$ cat src/atcli_cfg.svh
// Purpose: constants for the command line interpreter
// Assumes: 8-bit characters, one clock domain
// Notes:   rule summary follows
// Operation
// - command state treats host characters as commands
// - line is prefix, body, carriage return
// - prefix/names caseless, quoted parameters keep case
// - on-line mode forwards host characters as data
// - escape returns to command, call kept
// - every command line gets a response
// - unsolicited reports sent independent of commands; core sends them only in command mode, outside a response
// - parser always active, reachable via alternate path
// - success code if valid, error otherwise
`ifndef ATCLI_CFG_SVH
`define ATCLI_CFG_SVH

`define ATCLI_CH_CR        8'h0d
`define ATCLI_CH_A         8'h41
`define ATCLI_CH_T         8'h54
`define ATCLI_CH_PLUS      8'h2b
`define ATCLI_CH_QUOTE     8'h22
`define ATCLI_CH_LOW_A     8'h61
`define ATCLI_CH_LOW_Z     8'h7a
`define ATCLI_CASE_OFFSET  8'h20
`define ATCLI_ESC_COUNT    2'h3
`define ATCLI_LINE_DEPTH   64
`define ATCLI_OK_TEXT      48'h0d0a4f4b0d0a
`define ATCLI_OK_LEN       4'h6
`define ATCLI_ERR_TEXT     72'h0d0a4552524f520d0a
`define ATCLI_ERR_LEN      4'h9
`define ATCLI_BUF_DEPTH    2

`endif

$ cat src/atcli_pkg.sv
// Purpose: types for the command line interpreter
// Assumes: used by atcli_core only
// Notes:   parser states
package atcli_pkg;

    typedef enum logic [2:0] {
        PS_WAIT_A,
        PS_WAIT_T,
        PS_BODY,
        PS_EXEC,
        PS_RESP
    } atcli_pstate_e;

endpackage

$ cat src/atcli_core.sv
// Purpose: command line interpreter with on-line data pass-through
// Assumes: host characters arrive as valid/ready bytes on the system clock
// Notes:   executor outside decides command validity; the core answers overlong lines with error itself
`timescale 1ns/10ps
`include "atcli_cfg.svh"

module atcli_core #(
    parameter int LINE_DEPTH = `ATCLI_LINE_DEPTH,
    parameter int BUF_DEPTH  = `ATCLI_BUF_DEPTH
) (
    // clock and reset
    input  wire logic       clock,
    input  wire logic       reset_n,
    // host receive stream
    input  wire logic [7:0] rx_data,
    input  wire logic       rx_valid,
    output logic            rx_ready,
    // host transmit stream
    output logic [7:0]      tx_data,
    output logic            tx_valid,
    input  wire logic       tx_ready,
    // alternate packet path into the parser
    input  wire logic [7:0] api_rx_data,
    input  wire logic       api_rx_valid,
    output logic            api_rx_ready,
    output logic [7:0]      api_tx_data,
    output logic            api_tx_valid,
    input  wire logic       api_tx_ready,
    // call data towards the network
    output logic [7:0]      dl_data,
    output logic            dl_valid,
    input  wire logic       dl_ready,
    // call data from the network
    input  wire logic [7:0] ul_data,
    input  wire logic       ul_valid,
    output logic            ul_ready,
    // call status
    input  wire logic       call_connect,
    input  wire logic       call_drop,
    output logic            online,
    // command executor
    output logic            cmd_req,
    output logic [7:0]      cmd_len,
    input  wire logic [7:0] cmd_rd_idx,
    output logic [7:0]      cmd_rd_char,
    input  wire logic       cmd_done,
    input  wire logic       cmd_ok,
    // unsolicited reports
    input  wire logic [7:0] urc_data,
    input  wire logic       urc_valid,
    input  wire logic       urc_last,
    output logic            urc_ready
);

    localparam int LW = $clog2(LINE_DEPTH + 1);
    localparam int LI = (LINE_DEPTH > 1) ? $clog2(LINE_DEPTH) : 1;
    localparam int BI = (BUF_DEPTH > 1) ? $clog2(BUF_DEPTH) : 1;
    localparam int BW = $clog2(BUF_DEPTH + 1);

    function automatic logic [7:0] to_upper(input logic [7:0] c);
        if (c >= `ATCLI_CH_LOW_A && c <= `ATCLI_CH_LOW_Z) begin
            return c - `ATCLI_CASE_OFFSET;
        end
        return c;
    endfunction

    function automatic logic [7:0] resp_char(input logic ok, input logic [3:0] i);
        logic [71:0] err_txt;
        logic [47:0] ok_txt;
        err_txt = `ATCLI_ERR_TEXT;
        ok_txt  = `ATCLI_OK_TEXT;
        if (ok) begin
            return ok_txt[8*(`ATCLI_OK_LEN - 4'h1 - i) +: 8];
        end
        return err_txt[8*(`ATCLI_ERR_LEN - 4'h1 - i) +: 8];
    endfunction

    // parser state
    atcli_pkg::atcli_pstate_e state_reg, state_next;
    logic [LW-1:0] len_reg, len_next;
    logic          ovf_reg, ovf_next;
    logic          quote_reg, quote_next;
    logic          resp_ok_reg, resp_ok_next;
    logic [3:0]    resp_idx_reg, resp_idx_next;
    logic          cmd_req_reg;
    logic [7:0]    line_mem [LINE_DEPTH];
    // mode and escape
    logic          online_reg, online_next;
    logic [1:0]    plus_cnt_reg, plus_cnt_next;
    logic          urc_busy_reg, urc_busy_next;
    // two-entry data buffer
    logic [7:0]    buf_mem [BUF_DEPTH];
    logic [BI-1:0] buf_wr_reg, buf_rd_reg;
    logic [BW-1:0] buf_cnt_reg;

    // parser input selection
    wire        p_in_valid = online_reg ? api_rx_valid : rx_valid;
    wire [7:0]  p_in_data  = online_reg ? api_rx_data : rx_data;
    wire [7:0]  p_up       = to_upper(p_in_data);
    // parser keeps taking characters in every mode
    wire        p_in_ready = (state_reg == atcli_pkg::PS_WAIT_A) ||
                             (state_reg == atcli_pkg::PS_WAIT_T) ||
                             (state_reg == atcli_pkg::PS_BODY);
    wire        p_take     = p_in_valid && p_in_ready;
    wire        is_cr      = (p_in_data == `ATCLI_CH_CR);
    wire        line_full  = (len_reg == LW'(LINE_DEPTH));
    wire        is_quote   = (p_in_data == `ATCLI_CH_QUOTE);
    wire [7:0]  store_char = quote_reg ? p_in_data : p_up;
    wire        store_en   = p_take && (state_reg == atcli_pkg::PS_BODY) &&
                             !is_cr && !line_full;

    // response path and arbitration
    wire [3:0]  resp_len   = resp_ok_reg ? `ATCLI_OK_LEN : `ATCLI_ERR_LEN;
    wire [7:0]  resp_data  = resp_char(resp_ok_reg, resp_idx_reg);
    wire        in_resp    = (state_reg == atcli_pkg::PS_RESP);
    wire        resp_host  = !online_reg && in_resp && !urc_busy_reg;
    wire        resp_ready = online_reg ? api_tx_ready : (resp_host && tx_ready);
    wire        resp_fire  = in_resp && resp_ready && (online_reg || resp_host);
    wire        resp_last  = (resp_idx_reg == resp_len - 4'h1);
    // reports go out in command mode whenever no response is mid-flight
    wire        urc_go     = !online_reg && (urc_busy_reg || !in_resp);
    wire        urc_fire   = urc_go && urc_valid && tx_ready;

    // on-line pass-through
    wire        buf_full   = (buf_cnt_reg == BW'(BUF_DEPTH));
    wire        buf_push   = online_reg && rx_valid && !buf_full;
    wire        buf_pop    = (buf_cnt_reg != '0) && dl_ready;
    wire        is_plus    = (rx_data == `ATCLI_CH_PLUS);
    wire        esc_hit    = buf_push && is_plus &&
                             (plus_cnt_reg == `ATCLI_ESC_COUNT - 2'h1);

    // host characters feed the parser in command state
    assign rx_ready     = online_reg ? !buf_full : p_in_ready;
    assign api_rx_ready = online_reg && p_in_ready;
    assign api_tx_data  = resp_data;
    assign api_tx_valid = online_reg && in_resp;
    assign ul_ready     = online_reg && tx_ready;
    assign urc_ready    = urc_go && tx_ready;
    assign tx_valid     = online_reg ? ul_valid : (resp_host || (urc_go && urc_valid));
    assign tx_data      = online_reg ? ul_data : (resp_host ? resp_data : urc_data);
    assign dl_valid     = (buf_cnt_reg != '0);
    assign dl_data      = buf_mem[buf_rd_reg];
    assign online       = online_reg;
    assign cmd_req      = cmd_req_reg;
    assign cmd_len      = 8'(len_reg);
    assign cmd_rd_char  = (cmd_rd_idx < 8'(LINE_DEPTH)) ? line_mem[LI'(cmd_rd_idx)] : 8'h00;

    always_comb begin
        state_next    = state_reg;
        len_next      = len_reg;
        ovf_next      = ovf_reg;
        quote_next    = quote_reg;
        resp_ok_next  = resp_ok_reg;
        resp_idx_next = resp_idx_reg;
        case (state_reg)
            atcli_pkg::PS_WAIT_A: begin
                // prefix matched without regard to case
                if (p_take && p_up == `ATCLI_CH_A) begin
                    state_next = atcli_pkg::PS_WAIT_T;
                end
            end
            atcli_pkg::PS_WAIT_T: begin
                // prefix completes and opens the body
                if (p_take) begin
                    if (p_up == `ATCLI_CH_T) begin
                        state_next = atcli_pkg::PS_BODY;
                        len_next   = '0;
                        ovf_next   = 1'b0;
                        quote_next = 1'b0;
                    end else if (p_up != `ATCLI_CH_A) begin
                        state_next = atcli_pkg::PS_WAIT_A;
                    end
                end
            end
            atcli_pkg::PS_BODY: begin
                if (p_take) begin
                    if (is_cr) begin
                        if (ovf_reg) begin
                            state_next    = atcli_pkg::PS_RESP;
                            resp_ok_next  = 1'b0;
                            resp_idx_next = 4'h0;
                        end else begin
                            state_next = atcli_pkg::PS_EXEC;
                        end
                    end else if (line_full) begin
                        ovf_next = 1'b1;
                    end else begin
                        len_next = len_reg + LW'(1);
                        if (is_quote) begin
                            quote_next = !quote_reg;
                        end
                    end
                end
            end
            atcli_pkg::PS_EXEC: begin
                if (cmd_done) begin
                    state_next    = atcli_pkg::PS_RESP;
                    resp_ok_next  = cmd_ok;
                    resp_idx_next = 4'h0;
                end
            end
            atcli_pkg::PS_RESP: begin
                // result text sent for each line
                if (resp_fire) begin
                    resp_idx_next = resp_idx_reg + 4'h1;
                    if (resp_last) begin
                        state_next = atcli_pkg::PS_WAIT_A;
                    end
                end
            end
            default: state_next = atcli_pkg::PS_WAIT_A;
        endcase
    end

    always_comb begin
        online_next   = online_reg;
        plus_cnt_next = plus_cnt_reg;
        urc_busy_next = urc_busy_reg;
        if (buf_push) begin
            plus_cnt_next = is_plus ? plus_cnt_reg + 2'h1 : 2'h0;
        end
        // escape leaves the call up, only mode changes
        if (esc_hit) begin
            online_next   = 1'b0;
            plus_cnt_next = 2'h0;
        end
        if (call_drop) begin
            online_next = 1'b0;
        end
        // established call switches to data pass-through
        if (call_connect) begin
            online_next   = 1'b1;
            plus_cnt_next = 2'h0;
        end
        if (urc_fire) begin
            urc_busy_next = !urc_last;
        end
    end

    always_ff @(posedge clock or negedge reset_n) begin
        if (!reset_n) begin
            state_reg    <= atcli_pkg::PS_WAIT_A;
            len_reg      <= '0;
            ovf_reg      <= 1'b0;
            quote_reg    <= 1'b0;
            resp_ok_reg  <= 1'b0;
            resp_idx_reg <= 4'h0;
            cmd_req_reg  <= 1'b0;
            online_reg   <= 1'b0;
            plus_cnt_reg <= 2'h0;
            urc_busy_reg <= 1'b0;
        end else begin
            state_reg    <= state_next;
            len_reg      <= len_next;
            ovf_reg      <= ovf_next;
            quote_reg    <= quote_next;
            resp_ok_reg  <= resp_ok_next;
            resp_idx_reg <= resp_idx_next;
            cmd_req_reg  <= (state_reg != atcli_pkg::PS_EXEC) &&
                            (state_next == atcli_pkg::PS_EXEC);
            online_reg   <= online_next;
            plus_cnt_reg <= plus_cnt_next;
            urc_busy_reg <= urc_busy_next;
        end
    end

    // body stored in upper case, quoted text kept as sent
    always_ff @(posedge clock or negedge reset_n) begin
        if (!reset_n) begin
            for (int i = 0; i < LINE_DEPTH; i++) begin
                line_mem[i] <= 8'h00;
            end
        end else if (store_en) begin
            line_mem[LI'(len_reg)] <= store_char;
        end
    end

    always_ff @(posedge clock or negedge reset_n) begin
        if (!reset_n) begin
            buf_wr_reg  <= '0;
            buf_rd_reg  <= '0;
            buf_cnt_reg <= '0;
            for (int i = 0; i < BUF_DEPTH; i++) begin
                buf_mem[i] <= 8'h00;
            end
        end else begin
            if (buf_push) begin
                buf_mem[buf_wr_reg] <= rx_data;
                buf_wr_reg <= (buf_wr_reg == BI'(BUF_DEPTH - 1)) ? '0 : buf_wr_reg + BI'(1);
            end
            if (buf_pop) begin
                buf_rd_reg <= (buf_rd_reg == BI'(BUF_DEPTH - 1)) ? '0 : buf_rd_reg + BI'(1);
            end
            buf_cnt_reg <= buf_cnt_reg + BW'(buf_push) - BW'(buf_pop);
        end
    end

endmodule

$ cat config.mk
export PLATFORM = sky130hd
export DESIGN_NAME = atcli_core
export DESIGN_NICKNAME = d
export VERILOG_FILES = /design/src/atcli_pkg.sv /design/src/atcli_core.sv
export VERILOG_INCLUDE_DIRS = /design/src /design/src/src
export SDC_FILE = /design/constraint.sdc
export NUM_CORES = 1
export LEC_CHECK = 0
export BUFFER_PORTS_ARGS = -buffer_cell sky130_fd_sc_hd__clkbuf_2
export CAP_MARGIN = 20
export CORE_MARGIN = 2
export CORE_UTILIZATION = 45
export CTS_BUF_LIST = sky130_fd_sc_hd__clkbuf_4 sky130_fd_sc_hd__clkbuf_8
export CTS_CLUSTER_DIAMETER = 60
export DETAILED_ROUTE_END_ITERATION = 8
export PLACE_DENSITY = 0.69
export RECOVER_POWER = 50
export SLEW_MARGIN = 20
export SYNTH_ARGS = -nofsm -noshare
export SYNTH_HDL_FRONTEND = slang
export SYNTH_SLANG_ARGS = --single-unit
$ cat constraint.sdc
create_clock -name clock -period 9 [get_ports clock]
set_input_delay 1.8 -clock clock [delete_from_list [all_inputs] [get_ports clock]]
set_output_delay 1.8 -clock clock [all_outputs]
set_load 0.05 [all_outputs]
; After elaboration in Yosys (flattened, before gate mapping)
; Index checks and enable logic that the tools add are counted.
[totals]
regBits = 554
latchBits = 0
mem_bits_rw = 0
mem_bits_ro = 0
output_inout_bits = 49
word_cells = 259
memories = 0
[classes]
n_addsub = 11
mul = 0
n_div = 0
order_cmp = 9
eq_ne = 27
n_shift = 2
mux = 76
bitwise_logic = 4
reduce_logical = 51
[ops]
columns = op, count
row1 = 512-bit bitwise mux, 1
row2 = 8-bit 2-to-1 mux, 16
row3 = 72-bit by 33-bit indexed part select with 8-bit output (first input constant), 1
row4 = 8-bit binary-select mux with 6-bit select, 1
row5 = 8-bit demux with 6-bit select, 1
row6 = 48-bit by 33-bit indexed part select with 8-bit output (first input constant), 1
row7 = 7-bit 2-to-1 mux, 5
row8 = 3-bit 2-to-1 mux, 10
row9 = 1-bit logical AND, 26
row10 = 1-bit 2-to-1 mux, 24
row11 = 4-bit 2-to-1 mux, 6
row12 = 2-bit inequality test (second input constant), 9
row13 = 6-bit AND reduction, 3
row14 = 16-bit bitwise mux, 1
row15 = 8-bit by 6-bit == test with 1-bit output (second input constant), 2
row16 = 8-bit by 7-bit == test with 1-bit output (second input constant), 2
row17 = 3-bit case mux with 5 select lines, 1
row18 = 7-bit >= comparator (second input constant), 2
row19 = 6-bit NOT with 7-bit output, 2
row20 = 7-bit case mux with 2 select lines, 1
row21 = 4-bit case mux with 3 select lines, 1
row22 = 3-bit by 2-bit == test with 1-bit output (second input constant), 3
row23 = 3-bit nonzero test, 3
row24 = 8-bit demux with 1-bit select, 1
row25 = 34 further kinds, 57

; Depth between registers and ports, before layout
[depth]
ltp_word = 12
mapped_depth = 10
depth_no_buf = 8

; Worst setup path before layout
; OpenSTA, ideal clock, no wires.
[synth_timing]
path_kind = in2out
from = input port cmd_rd_idx[0]
to = output port cmd_rd_char[4]
t_arrival_ns = 4.092
t_required_ns = 7.200
slack_ns = 3.108
stages = 6
path_cell_list = clkbuf_1 -> buf_1 -> mux4_2 -> mux4_2 -> a22oi_1 -> nand2_1
[synth_between]
elab_chain_len = 5
elab_cells_between_ends = 6
classes_between = order compare: 1 / mux: 4 / bitwise: 1
[synth_rtl]
columns = element, line
row1 = from (decl), atcli_core.sv:44  ; input wire logic [7:0] cmd_rd_idx,
row2 = 6-bit NOT with 7-bit output (implied by the code), atcli_core.sv:146  ; assign cmd_rd_char = (cmd_rd_idx < 8'(LINE_DEPTH)) ? line_mem[LI'(cmd_rd_idx)] : 8'h00;
row3 = 8-bit binary-select mux with 6-bit select, atcli_core.sv:146
row4 = 8-bit 2-to-1 mux (implied by the code) (2 in series), atcli_core.sv:146
row5 = 8-bit 2-to-1 mux *, atcli_core.sv:146
row6 = to (decl), atcli_core.sv:45  ; output logic [7:0] cmd_rd_char,
; Mark *: on every way between the ends. The rest lies on a longest branch, timed or not. The select of a mux whose other input is x is not followed.

; Worst setup path after layout
; Same ends and word-level chain as after synthesis.

==> flow_summary.yaml <==
synth:
  synth-seq-area-share_pct: 54.11
  yosysTopAreaCell: "dfrtp_1"
  synth-edff-count: 0
  ys.flop_type: "dfrtp_1"
  netlist_instances: 2313
  yosysMostFrequentCell: "dfrtp_1"
  synthArstFlopShare_pct: 100.0
  ys_types: 79
  avgSynthCellArea_um2: 11.08
  synth_area_leaders: "dfrtp_1 54%, mux4_2 14%, o21ai_0 9.6%, nand2_1 7.7%, clkbuf_1 1.6%"
  yosysTopAreaCellShare_pct: 54.11
  ys_seq_elements: 554
  synth_commonest_cells: "554 x dfrtp_1, 524 x nand2_1, 492 x o21ai_0"
  yosys_warnings: 0
  syn_area_um2: 25620
global_routing:
  grt-ovfl-total: 0
  grt_max_degree: 127
  grt_pass1_vias: 18590
  antenna_found_initial: 1
  grt_use_total_pct: 23.40
  grt_pass1_wl_um: 107400
worst_setup_path:
  cp_max_fo: 82
  critical_path_arrival_ps: 4890
  r2r_slack_ps: 3690
  cp-start-kind: "primary input"
  crit_type: "in -> out"
  reg2reg_to: "line_mem[165]$_DFFE_PN0P_"
  reg2reg_depth: 7
  endpoint_kind: "output pin"
  required_ps: 7200
  crit-reg2reg-launch: "online$_DFFE_PN0P_"
cts:
  clk_latency_ps: 710
  clockBufferDepth: 3
  post-cts-setup-buffers: 0
  clock-sinks: 554
  htreeDepth: 3
  cts_tree: "done"
  cts_hold_buf: 0
  clkTransAtPathRegs_ps: 60
  cts_resized: 0
  clockRootBuffer: "clkbuf_8"
  cts-buffers-inserted: 90
floorplanning:
  fp.coreArea_um2: 56390
  row_count: 87
  die_x_um: 242.6
  chipHeight_um: 242.6
  start_util_pct: 45.44
  dieArea_um2: 58860
  pin_count: 103
timing:
  period_needed_ps: 6690
  fmax_ghz: 0.1495
  worst_slew_pin_slew_ps: 4278
  fin_setup_tns_ps: 0
  hold_violations: 0
  slew_headroom_pct: -185.2
  rsz0062_at_grt: "no"
  setup_viol: 0
  fin_skew_ps: 48.15
  finalMaxSlewViolations: 340
  fin_crit_sh_pct: 74.34
finish:
  largest_reg_flops: 512
  final_net_count: 2405
  area_growth_pct: 10.66
  finish.utilization_pct: 50.28
  drive_above_1_share_pct: 20.70
route:
  postRouteAntennaNets: 0
  dr.pass1.iters: 5
  vias: 18340
  avgViaCountPerCell: 5.790
  avgRoutedWirePerCell_um: 21.48
  drt_iter0_drc: 1460
  wirelength_um: 68050
  drc: 0
flow_run:
  maxCapViolations: 5
worst_hold_path:
  hp-start: "line_mem[12]$_DFFE_PN0P_"
  hold_path_end: "line_mem[12]$_DFFE_PN0P_"
  min_path_type: "reg -> reg"
  holdPathStages: 2
power:
  power_density_nw_per_um2: 204.8
  peakVddDrop_v: 0.0002665
  leakage_nw: 12.45
status:
  violations: "capacitance limit, slew limit"
  status: "finished with violations"
placement:
  portBuffers: 99
  gp_congestion: 0.8733
  dp_hpwl_um: 43690
report_power, final:
part | total (mW) | switching [mW] | internal (mW)
sequential | 2.62 | 0.0643 | 2.55
combinational | 0.809 | 0.561 | 0.248
clock | 2.38 | 1.04 | 1.34
total | 5.81 | 1.66 | 4.14
layer usage:
metal | part of all wire, % | wire (um) | GRT usage [%] | vias up
met2 | 49 | 33200 | 38.17 | 682
met4 | 3.6 | 2438 | 10.32 | 0
li1 | - | - | - | 8302
met5 | 0 | 0 | 0 | -
met1 | 40 | 27390 | 29.96 | 9209
met3 | 7.4 | 5021 | 5.551 | 151
kinds of logic after synthesis:
family | Yosys count | synth area share [%]
AO/OA/AOI/OAI | 605 | 12.88
XOR/XNOR | 10 | 0.3418
adder cells (fa/ha/maj) | 11 | 0.5372
buffers and inverters | 208 | 3.579
flip-flops | 554 | 54.11
multiplexers | 203 | 15.92
other | 1 | 0.01464
AND/OR/NAND/NOR | 721 | 12.62
critical path: stages:
cell and delay (ps):
clkbuf_8 710, mux4_2 610, mux4_2 510, a22oi_1 600, nand2_1 220, clkbuf_2 300
cells in the final DEF (no fill, tap or decap), types with 5 or more instances in the layout:
cell type / count
dfrtp_1: 553
nand2_1: 524
o21ai_0: 493
mux4_2: 160
clkbuf_8: 121
clkbuf_2: 90
nor2_1: 47
nand3_1: 43
mux2_2: 36
a21oi_1: 27
nand4_1: 27
clkbuf_4: 23
buf_4: 22
a22oi_1: 20
nor3_1: 14
inv_1: 13
clkinv_2: 13
clkbuf_1: 12
ha_1: 11
and3_1: 9
o21ai_1: 9
nand2b_1: 7
a21o_1: 6
xnor2_1: 6
nor2b_1: 5
o22ai_1: 5
nand4b_1: 5
a22o_1: 5
final cells by class:
type / count / area, um^2
diodes: 1 / 2.502
clock buffers: 143 / 1824
clock inverters: 20 / 167.7
fillers: 5030 / 28030
inverters: 14 / 52.55
multi-input cells: 1553 / 10790
flip-flops and latches: 554 / 13860
well taps: 756 / 945.9
repair buffers: 127 / 709.4
stage by stage:
step                cells  setup slack (ps)  power [mW]  instance area [um^2]  hold WS, ps
floorplan            2315              3108       3.237                 25630        444.0
global placement     3004              2394       3.441                 26540        456.7
detailed placement   3004              2323       3.470                 26540        466.0
CTS                  3167              2325       5.847                 28530        479.1
global route         3168              2150       6.026                 28350        496.3
finish               3168              2310       5.808                 28350        474.9
how the worst max path moves through the flow:
| stage | to | startpoint | slack (ps) |
|---|---|---|---|
| after CTS | cmd_rd_char[3] | cmd_rd_idx[0] | 2330 |
| after global routing | line_mem[450]$_DFFE_PN0P_ | reset_n | 2150 |
| after global placement | cmd_rd_char[1] | cmd_rd_idx[0] | 2390 |
| final | cmd_rd_char[4] | cmd_rd_idx[0] | 2310 |
| after floorplan | cmd_rd_char[4] | cmd_rd_idx[0] | 3110 |
| after detailed placement | cmd_rd_char[3] | cmd_rd_idx[0] | 2320 |
No activity file was read; power rests on OpenSTA's default activity.
